File: config.mk
export PLATFORM = sky130hd
export DESIGN_NAME = pcrb_bank
export DESIGN_NICKNAME = d
export VERILOG_FILES = /design/src/verilog/pcrb_pkg.sv /design/src/verilog/pcrb_bank.sv
export SDC_FILE = /design/constraint.sdc
export NUM_CORES = 1
export LEC_CHECK = 0
export BUFFER_PORTS_ARGS = -buffer_cell sky130_fd_sc_hd__buf_2
export CELL_PAD_IN_SITES_DETAIL_PLACEMENT = 2
export CELL_PAD_IN_SITES_GLOBAL_PLACEMENT = 2
export CORE_ASPECT_RATIO = 2
export CORE_UTILIZATION = 32
export CTS_BUF_LIST = sky130_fd_sc_hd__clkbuf_4
export DETAILED_ROUTE_END_ITERATION = 10
export HOLD_SLACK_MARGIN = 0.03
export PLACE_DENSITY = 0.77
export SLEW_MARGIN = 20
export SYNTH_ARGS = -nofsm -noshare
export SYNTH_HDL_FRONTEND = slang
export SYNTH_SLANG_ARGS = --single-unit
File: constraint.sdc
create_clock -name clk_sys_in -period 2.8 [get_ports clk_sys_in]
set_clock_uncertainty 0.05 [all_clocks]
set_input_delay 0.14 -clock clk_sys_in [delete_from_list [all_inputs] [get_ports clk_sys_in]]
set_output_delay 0.14 -clock clk_sys_in [all_outputs]
set_load 0.03 [all_outputs]
File: src/verilog/pcrb_pkg.sv
// package: offsets, field positions and reset values of the peripheral control register bank
package pcrb_pkg;

	localparam int unsigned PCRB_AW = 4;
	localparam int unsigned PCRB_DW = 8;

	// register offsets on the plain register port
	localparam logic [PCRB_AW-1:0] OFS_AUX_BC = 4'h0;
	localparam logic [PCRB_AW-1:0] OFS_IR_SCALE = 4'h1;
	localparam logic [PCRB_AW-1:0] OFS_PULLDOWN = 4'h2;
	localparam logic [PCRB_AW-1:0] OFS_OPENDRAIN = 4'h3;
	localparam logic [PCRB_AW-1:0] OFS_PULLUP = 4'h4;
	localparam logic [PCRB_AW-1:0] OFS_WDT_MASK2 = 4'h5;
	localparam logic [PCRB_AW-1:0] OFS_IRQ_MASK = 4'h6;
	localparam logic [PCRB_AW-1:0] OFS_IRQ_FLAG = 4'h7;
	localparam logic [PCRB_AW-1:0] OFS_IRQ_FLAG2 = 4'h8;
	localparam logic [PCRB_AW-1:0] OFS_GLOBAL = 4'h9;

	// every control register clears to zero
	localparam logic [PCRB_DW-1:0] REG_RESET = 8'h00;
	localparam logic [PCRB_DW-1:0] CNT_ONE = 8'h01;

	// aux_timer_bc_control fields
	localparam int unsigned B_THIRD_EDGE = 0;
	localparam int unsigned B_THIRD_SRC = 1;
	localparam int unsigned B_THIRD_ON = 2;
	localparam logic [PCRB_DW-1:0] AUX_BC_WMASK = 8'hF7;

	// ir_and_scaler_control fields
	localparam int unsigned B_PIN_FUNC = 0;
	localparam int unsigned B_LONG_PULSE = 1;
	localparam int unsigned B_CARRIER = 2;
	localparam int unsigned B_MOD_ON = 3;
	localparam int unsigned B_THIRD_SCL_LO = 4;
	localparam int unsigned B_THIRD_SCL_HI = 6;
	localparam int unsigned B_THIRD_SCL_ON = 7;

	// watchdog_and_mask_two fields
	localparam int unsigned B_WDT_RATIO_LO = 0;
	localparam int unsigned B_WDT_RATIO_HI = 2;
	localparam int unsigned B_WDT_PRESCALE = 3;
	localparam int unsigned B_CMP_MASK = 4;
	localparam int unsigned B_CONV_MASK = 5;
	localparam int unsigned B_EXT_SEL = 6;
	localparam int unsigned B_WDT_ON = 7;

	// global status register field
	localparam int unsigned B_GIE = 0;

	// divide by 2^(code+1): the scaler wraps when its count equals this value
	function automatic logic [PCRB_DW-1:0] scale_last(input logic [2:0] code);
		logic [PCRB_DW:0] full;
		// widen before adding one, or code 7 would wrap to a shift of zero
		full = 9'h001 << ({1'b0, code} + 4'h1);
		scale_last = full[PCRB_DW-1:0] - CNT_ONE;
	endfunction

endpackage
File: src/verilog/pcrb_bank.sv
// peripheral control register bank: timer, modulator, pin, watchdog and interrupt-mask control
`timescale 1ns/100ps
//////////////////////////////////////////////////////////////////////////////////////////
//////////////////////////////////////////////////////////////////////////////////////////
module pcrb_bank
	import pcrb_pkg::*;
(
	// clock and reset
	input wire logic clk_sys_in,
	input wire logic rst_b_in,
	// register port
	input wire logic [PCRB_AW-1:0] reg_addr_in,
	input wire logic [PCRB_DW-1:0] reg_wdata_in,
	input wire logic reg_write_in,
	input wire logic reg_read_in,
	output logic [PCRB_DW-1:0] reg_rdata_out,
	// third counter sources
	input wire logic instr_tick_in,
	input wire logic port6_bit3_pin_in,
	output logic third_count_tick_out,
	output logic third_pin_is_gpio_out,
	// modulator
	input wire logic mod_wave_in,
	output logic carrier_mode_out,
	output logic pwm_mode_out,
	output logic high_time_used_out,
	output logic modulated_output_pin_out,
	output logic port6_bit7_mod_sel_out,
	// pad options
	output logic [PCRB_DW-1:0] port5_pulldown_n_out,
	output logic [PCRB_DW-1:0] port6_opendrain_n_out,
	output logic [PCRB_DW-1:0] port5_pullup_n_out,
	// watchdog
	input wire logic wdt_base_tick_in,
	output logic watchdog_on_out,
	output logic wdt_tick_out,
	// interrupts
	input wire logic port6_bit0_pin_in,
	input wire logic [PCRB_DW-1:0] irq_flag_in,
	input wire logic irq_conv_done_in,
	input wire logic irq_compare_change_in,
	input wire logic global_irq_on_instr_in,
	input wire logic global_irq_off_instr_in,
	output logic ext_irq_pin_sel_out,
	output logic ext_irq_level_out,
	output logic irq_req_out
);

	typedef struct packed {
		logic [PCRB_DW-1:0] aux_bc;
		logic [PCRB_DW-1:0] ir_scale;
		logic [PCRB_DW-1:0] pulldown_n;
		logic [PCRB_DW-1:0] opendrain_n;
		logic [PCRB_DW-1:0] pullup_n;
		logic [PCRB_DW-1:0] wdt_mask2;
		logic [PCRB_DW-1:0] irq_mask;
		logic gie;
		logic [PCRB_DW-1:0] rdata;
		logic pin3_prev;
		logic [PCRB_DW-1:0] third_cnt;
		logic third_tick;
		logic [PCRB_DW-1:0] wdt_cnt;
		logic wdt_tick;
		logic mod_pin;
		logic ext_level;
		logic irq_req;
		logic gpio_pin;
		logic carrier_on;
		logic pwm_on;
		logic high_used;
	} pcrb_state_t;

	pcrb_state_t st_r;
	pcrb_state_t st_nxt;

	logic third_src;
	logic third_edge;
	logic [PCRB_DW-1:0] third_last;
	logic [PCRB_DW-1:0] wdt_last;
	logic [1:0] flag2_masked;
	logic [PCRB_DW-1:0] flag_masked;

	//////////////////////////////////////////////////////////////////////////////////////
	// combinational next state
	always_comb begin
		st_nxt = st_r;
		third_last = scale_last(st_r.ir_scale[B_THIRD_SCL_HI:B_THIRD_SCL_LO]);
		wdt_last = scale_last(st_r.wdt_mask2[B_WDT_RATIO_HI:B_WDT_RATIO_LO]);
		flag_masked = irq_flag_in & st_r.irq_mask;
		flag2_masked = {irq_conv_done_in & st_r.wdt_mask2[B_CONV_MASK],
			irq_compare_change_in & st_r.wdt_mask2[B_CMP_MASK]};

		// register writes; unmapped and read-only offsets ignore writes
		if (reg_write_in) begin
			case (reg_addr_in)
				OFS_AUX_BC: st_nxt.aux_bc = reg_wdata_in & AUX_BC_WMASK;
				OFS_IR_SCALE: st_nxt.ir_scale = reg_wdata_in;
				OFS_PULLDOWN: st_nxt.pulldown_n = reg_wdata_in;
				OFS_OPENDRAIN: st_nxt.opendrain_n = reg_wdata_in;
				OFS_PULLUP: st_nxt.pullup_n = reg_wdata_in;
				OFS_WDT_MASK2: st_nxt.wdt_mask2 = reg_wdata_in;
				OFS_IRQ_MASK: st_nxt.irq_mask = reg_wdata_in;
				default: begin
				end
			endcase
		end

		// read data stands for exactly the cycle after the read strobe
		st_nxt.rdata = REG_RESET;
		if (reg_read_in) begin
			case (reg_addr_in)
				OFS_AUX_BC: st_nxt.rdata = st_r.aux_bc;
				OFS_IR_SCALE: st_nxt.rdata = st_r.ir_scale;
				OFS_PULLDOWN: st_nxt.rdata = st_r.pulldown_n;
				OFS_OPENDRAIN: st_nxt.rdata = st_r.opendrain_n;
				OFS_PULLUP: st_nxt.rdata = st_r.pullup_n;
				OFS_WDT_MASK2: st_nxt.rdata = st_r.wdt_mask2;
				OFS_IRQ_MASK: st_nxt.rdata = st_r.irq_mask;
				OFS_IRQ_FLAG: st_nxt.rdata = flag_masked;
				OFS_IRQ_FLAG2: st_nxt.rdata = {2'b00, flag2_masked, 4'h0};
				OFS_GLOBAL: st_nxt.rdata = {7'h00, st_r.gie};
				default: st_nxt.rdata = REG_RESET;
			endcase
		end

		// third counter tick: source, edge, enable, scaler
		st_nxt.pin3_prev = port6_bit3_pin_in;
		third_edge = st_r.aux_bc[B_THIRD_EDGE] ? (st_r.pin3_prev & ~port6_bit3_pin_in)
			: (~st_r.pin3_prev & port6_bit3_pin_in);
		third_src = st_r.aux_bc[B_THIRD_SRC] ? third_edge : instr_tick_in;
		st_nxt.third_tick = 1'b0;
		if (!st_r.aux_bc[B_THIRD_ON]) begin
			st_nxt.third_cnt = REG_RESET;
		end else if (third_src) begin
			if (!st_r.ir_scale[B_THIRD_SCL_ON]) begin
				st_nxt.third_tick = 1'b1;
				st_nxt.third_cnt = REG_RESET;
			end else if (st_r.third_cnt >= third_last) begin
				st_nxt.third_tick = 1'b1;
				st_nxt.third_cnt = REG_RESET;
			end else begin
				st_nxt.third_cnt = st_r.third_cnt + CNT_ONE;
			end
		end

		// watchdog prescaler
		st_nxt.wdt_tick = 1'b0;
		if (!st_r.wdt_mask2[B_WDT_ON]) begin
			st_nxt.wdt_cnt = REG_RESET;
		end else if (wdt_base_tick_in) begin
			if (!st_r.wdt_mask2[B_WDT_PRESCALE]) begin
				st_nxt.wdt_tick = 1'b1;
				st_nxt.wdt_cnt = REG_RESET;
			end else if (st_r.wdt_cnt >= wdt_last) begin
				st_nxt.wdt_tick = 1'b1;
				st_nxt.wdt_cnt = REG_RESET;
			end else begin
				st_nxt.wdt_cnt = st_r.wdt_cnt + CNT_ONE;
			end
		end

		// modulated output idles high while the modulator is off
		st_nxt.mod_pin = st_r.ir_scale[B_MOD_ON] ? mod_wave_in : 1'b1;

		// external interrupt pin; idle high when the path is masked
		st_nxt.ext_level = st_r.wdt_mask2[B_EXT_SEL] ? port6_bit0_pin_in : 1'b1;

		// global enable: enable wins if both instructions coincide
		if (global_irq_on_instr_in) begin
			st_nxt.gie = 1'b1;
		end else if (global_irq_off_instr_in) begin
			st_nxt.gie = 1'b0;
		end
		st_nxt.irq_req = st_r.gie & ((|flag_masked) | (|flag2_masked));

		// decoded levels are registered from the new register value, so they change with the write
		st_nxt.gpio_pin = ~st_nxt.aux_bc[B_THIRD_SRC];
		st_nxt.carrier_on = st_nxt.ir_scale[B_MOD_ON] & st_nxt.ir_scale[B_CARRIER];
		st_nxt.pwm_on = st_nxt.ir_scale[B_MOD_ON] & ~st_nxt.ir_scale[B_CARRIER];
		st_nxt.high_used = ~st_nxt.ir_scale[B_LONG_PULSE];
	end

	//////////////////////////////////////////////////////////////////////////////////////
	// state register
	always_ff @(posedge clk_sys_in) begin
		if (!rst_b_in) begin
			st_r <= '0;
			st_r.mod_pin <= 1'b1;
			st_r.ext_level <= 1'b1;
			st_r.gpio_pin <= 1'b1;
			st_r.high_used <= 1'b1;
		end else begin
			st_r <= st_nxt;
		end
	end

	//////////////////////////////////////////////////////////////////////////////////////
	// outputs, all from flip-flops
	assign reg_rdata_out = st_r.rdata;
	assign third_count_tick_out = st_r.third_tick;
	assign third_pin_is_gpio_out = st_r.gpio_pin;
	// carrier only when modulator and carrier mode are both on
	assign carrier_mode_out = st_r.carrier_on;
	assign pwm_mode_out = st_r.pwm_on;
	assign high_time_used_out = st_r.high_used;
	assign modulated_output_pin_out = st_r.mod_pin;
	// the pin only drives if software also made it an output
	assign port6_bit7_mod_sel_out = st_r.ir_scale[B_PIN_FUNC];
	assign port5_pulldown_n_out = st_r.pulldown_n;
	assign port6_opendrain_n_out = st_r.opendrain_n;
	assign port5_pullup_n_out = st_r.pullup_n;
	assign watchdog_on_out = st_r.wdt_mask2[B_WDT_ON];
	assign wdt_tick_out = st_r.wdt_tick;
	assign ext_irq_pin_sel_out = st_r.wdt_mask2[B_EXT_SEL];
	assign ext_irq_level_out = st_r.ext_level;
	assign irq_req_out = st_r.irq_req;
endmodule

==> flow_metrics.tcl <==
set metrics [dict create \
    sequentialPowerShare_pct 55.0 \
    whs_path_depth 5 \
    holdCritStartpoint "irq_flag_in[7]" \
    finalPower_mw 2.38 \
    max_cap_violations 0 \
    power_switching_mw 0.691 \
    period_needed_ps 2600 \
    drive_gt1_share_pct 20.4 \
    syn2layout_area_growth_pct 14.1 \
    arrival_ps 2980 \
    syn_inst 536 \
    crit_chain "or3_1 -> ha_1 -> nor2_1 -> a21oi_1 -> nor2_1 -> a31oi_1 -> ha_1 -> and3_1 -> a21oi_1 -> a21boi_2 -> buf_4 -> nor3_1" \
    critPathTopFamily "simple AND/OR/NAND/NOR gates" \
    max_freq_mhz 384 \
    place.gp.congestion 0.789 \
    cp_num_buf_inv 1 \
    place_area_mm2 0.00519 \
    wl_per_cell_um 19.8 \
    rows 63 \
    htree_levels 3 \
    io_buffers 76 \
    clk_pin_slew_ps 180 \
    path_class "flop to flop" \
    synth_cell_types 52 \
    outcome "finished clean" \
    clkPwrFrac_pct 34.3 \
    totalWireLength_um 15700 \
    p_int_mw 1.69 \
    slowest_stage "or3_1" \
    drt-initial-drc-count 169 \
    grt_usage_pct 21.1 \
    avgSynthCellArea_um2 9.03 \
    hold_viol 0 \
    hold_path_class "input pin to flop" \
    dr.pass1.iters 4 \
    drc 0 \
    path_max_fanout 9 \
    cts_buffers 9 \
    start_util_pct 32.7 \
    die_area_mm2 0.0156 \
    via_per_inst 5.19 \
    combinationalPowerShare_pct 10.8 \
    grt_pass1_vias 4597 \
    clock_latency_ps 490 \
    tritoncts "built" \
    yosysWarningCount 0 \
    reg2reg_from "st_r[79]" \
    cts.sinks 90 \
    detail-route-antenna-nets 0 \
    tightest_slew_ps 634 \
    cts_root_buffer "clkbuf_4" \
    max-vdd-ir-drop_mv 0.241 \
    r2r_end "st_r[22]" \
    ys_async_sr_fraction_pct 0 \
    gr-total-overflow 0 \
    antenna_found_initial 1 \
    cp.required_ps 3180 \
    fillers 1729 \
    coreArea_mm2 0.0148 \
    die_w_um 89.0 \
    grt_start_max_net_pins 66 \
    whs_endpoint "reg_rdata_out[7]" \
    max-slew-margin-rel_pct 57.7 \
    path_depth 12 \
    vias 4097 \
    ys_seq_area_share_pct 37.2 \
    clk_path_buf_depth 2 \
    drv_slew 0 \
    synth_edf_count 0 \
    max_stage_delay_ps 380 \
    syn_area_mm2 0.00484 \
    ff2ff_setup_slack_ps 200 \
    nets 641 \
    die_h_um 176 \
    synth_ff_type "dfxtp_1" \
    grt_pass1_wl_um 24400 \
    end_kind "flop" \
    design.portCount 77 \
    synth-seq-cells 90 \
    post-dp-hpwl_um 11700 \
    power.share.switching_pct 29.0 \
    leakage_nw 2.18 \
    power_density_mw_per_mm2 431 \
    startpoint_type "flop" \
    setup_viol 0 \
    fin_crit_sh_pct 92.9 \
    r2r_cells 12 \
    final_area_mm2 0.00552 \
]
==> Yosys cell counts, drive strengths merged, types with 2 or more instances <==
master / instances / share of area, %
dfxtp: 90 / 37
mux2i: 51 / 11
nand2: 49 / 3.8
nor2b: 49 / 6.3
buf: 40 / 5.7
clkbuf: 26 / 2.0
nand3: 24 / 2.5
ha: 20 / 5.2
nor2: 19 / 1.5
nor3: 19 / 2.1
a21boi: 18 / 2.9
a21oi: 12 / 1.2
o21ai: 12 / 1.2
inv: 11 / 0.85
xor2: 10 / 1.8
a31oi: 6 / 1.1
nand4: 6 / 1.1
xnor2: 6 / 1.1
a211oi: 5 / 0.88
a22oi: 5 / 0.78
and3: 5 / 0.65
nand3b: 5 / 0.78
a221oi: 4 / 0.72
nand2b: 4 / 0.52
nand4b: 4 / 0.72
a21o: 3 / 0.47
and2: 3 / 0.39
mux2: 3 / 0.70
mux4: 3 / 1.4
or3: 3 / 0.39
a22o: 2 / 0.36
a32oi: 2 / 0.36
nor3b: 2 / 0.31
nor4b: 2 / 0.36
o211ai: 2 / 0.31
o311ai: 2 / 0.36
==> layout make-up <==
class | instances | area, um2 | area share, %
multi-input combinational | 370 | 2630 | 47.7
sequential | 90 | 1800 | 32.6
timing repair buffer | 106 | 648 | 11.7
tap | 195 | 244 | 4.42
clock inverter | 7 | 83.8 | 1.52
clock buffer | 9 | 67.6 | 1.22
inverter | 11 | 41.3 | 0.748
antenna | 1 | 2.50 | 0.0453
==> logic make-up after synthesis <==
kind of cell / share of synthesized area, %
AOI/OAI and AO/OA: 11.7
xor gates and xnor gates: 2.90
adders and majority gates: 5.17
buffers and inverters: 8.58
DFF: 37.2
muxes: 12.6
other: 0.0775
and+or+nand+nor: 21.7
==> layer usage <==
layer / global-route usage (%) / wire (um) / vias up
li1: - / - / 1947
met1: 20.6 / 5640 / 2038
met2: 40.3 / 8900 / 76
met3: 3.43 / 434 / 36
met4: 11.3 / 676 / 0
met5: 0 / 0 / -
==> worst max-delay path by stage <==
stage,from,endpoint,slack (ps)
2_1_floorplan,st_r[79],third_count_tick_out,150
3_3_place_gp,st_r[79],third_count_tick_out,180
3_5_place_dp,st_r[79],third_count_tick_out,90
4_1_cts,st_r[44],wdt_tick_out,70
5_1_grt,st_r[79],st_r[21],-9
6_report,st_r[79],st_r[22],200
==> flip-flops by register name (all words and copies together), names as in the netlist <==
signal                    count
port5_pulldown_n_out          8
watchdog_on_out               1
modulated_output_pin_out      1
third_count_tick_out          1
carrier_mode_out              1
third_pin_is_gpio_out         1
reg_rdata_out                 8
port5_pullup_n_out            8
irq_req_out                   1
port6_bit7_mod_sel_out        1
wdt_tick_out                  1
ext_irq_pin_sel_out           1
port6_opendrain_n_out         8
ext_irq_level_out             1
high_time_used_out            1
st_r                         46
pwm_mode_out                  1
==> worst reg2reg max path: cells and delay by family (launching register included) <==
kind | cells | cell delay, ps
adder cells (fa/ha/maj) | 2 | 600
buffers and inverters | 1 | 180
flip-flops | 1 | 340
AND/OR/NAND/NOR | 5 | 1010
AO/OA/AOI/OAI | 4 | 380
==> metrics by stage <==
| stage | std cells | hold WS (ps) | utilization, % | TNS (ps) | setup slack (ps) |
|---|---|---|---|---|---|
| after floorplan | 537 | 196 | - | 0 | 150 |
| after global placement | 754 | 275 | 35.0 | 0 | 176 |
| after detailed placement | 754 | 291 | 35.0 | 0 | 86.1 |
| after CTS | 787 | 64.8 | 37.2 | 0 | 73.7 |
| after global routing | 789 | 100 | 37.3 | -8.85 | -8.85 |
| final | 789 | 108 | 37.3 | 0 | 198 |
==> power groups by stage <==
stage | Combinational [mW] | Sequential [mW] | Clock, mW
2_1_floorplan | 0.155 | 1.33 | 0
3_3_place_gp | 0.229 | 1.34 | 0
3_5_place_dp | 0.238 | 1.34 | 0
4_1_cts | 0.257 | 1.31 | 0.840
5_1_grt | 0.278 | 1.31 | 0.891
6_report | 0.257 | 1.31 | 0.816
==> what timing repair did <==
| action | 4_1_cts | 5_1_grt |
|---|---|---|
| hold endpoints to repair | 63 | 0 |
| endpoints found under the setup margin | 0 | 18 |
| gates resized for setup | 0 | 3 |
| hold buffers | 17 | 0 |
| setup buffers | 0 | 1 |
==> layout by cell type, fill, tap and decap left out, types with 5 or more instances in the layout <==
cell	n
o21ai_0	12
a31oi_1	5
nand3b_1	5
xnor2_1	6
dfxtp_1	89
a22oi_1	5
nor2_1	19
inv_1	11
ha_1	20
nor3_1	18
buf_4	13
nand4_1	5
and3_1	5
nand3_1	24
a21boi_0	17
a21oi_1	12
xor2_1	10
nand2_1	49
clkbuf_4	9
dlygate4sd3_1	17
buf_2	76
mux2i_1	51
nor2b_1	49
No activity file was read; power rests on OpenSTA's default activity.
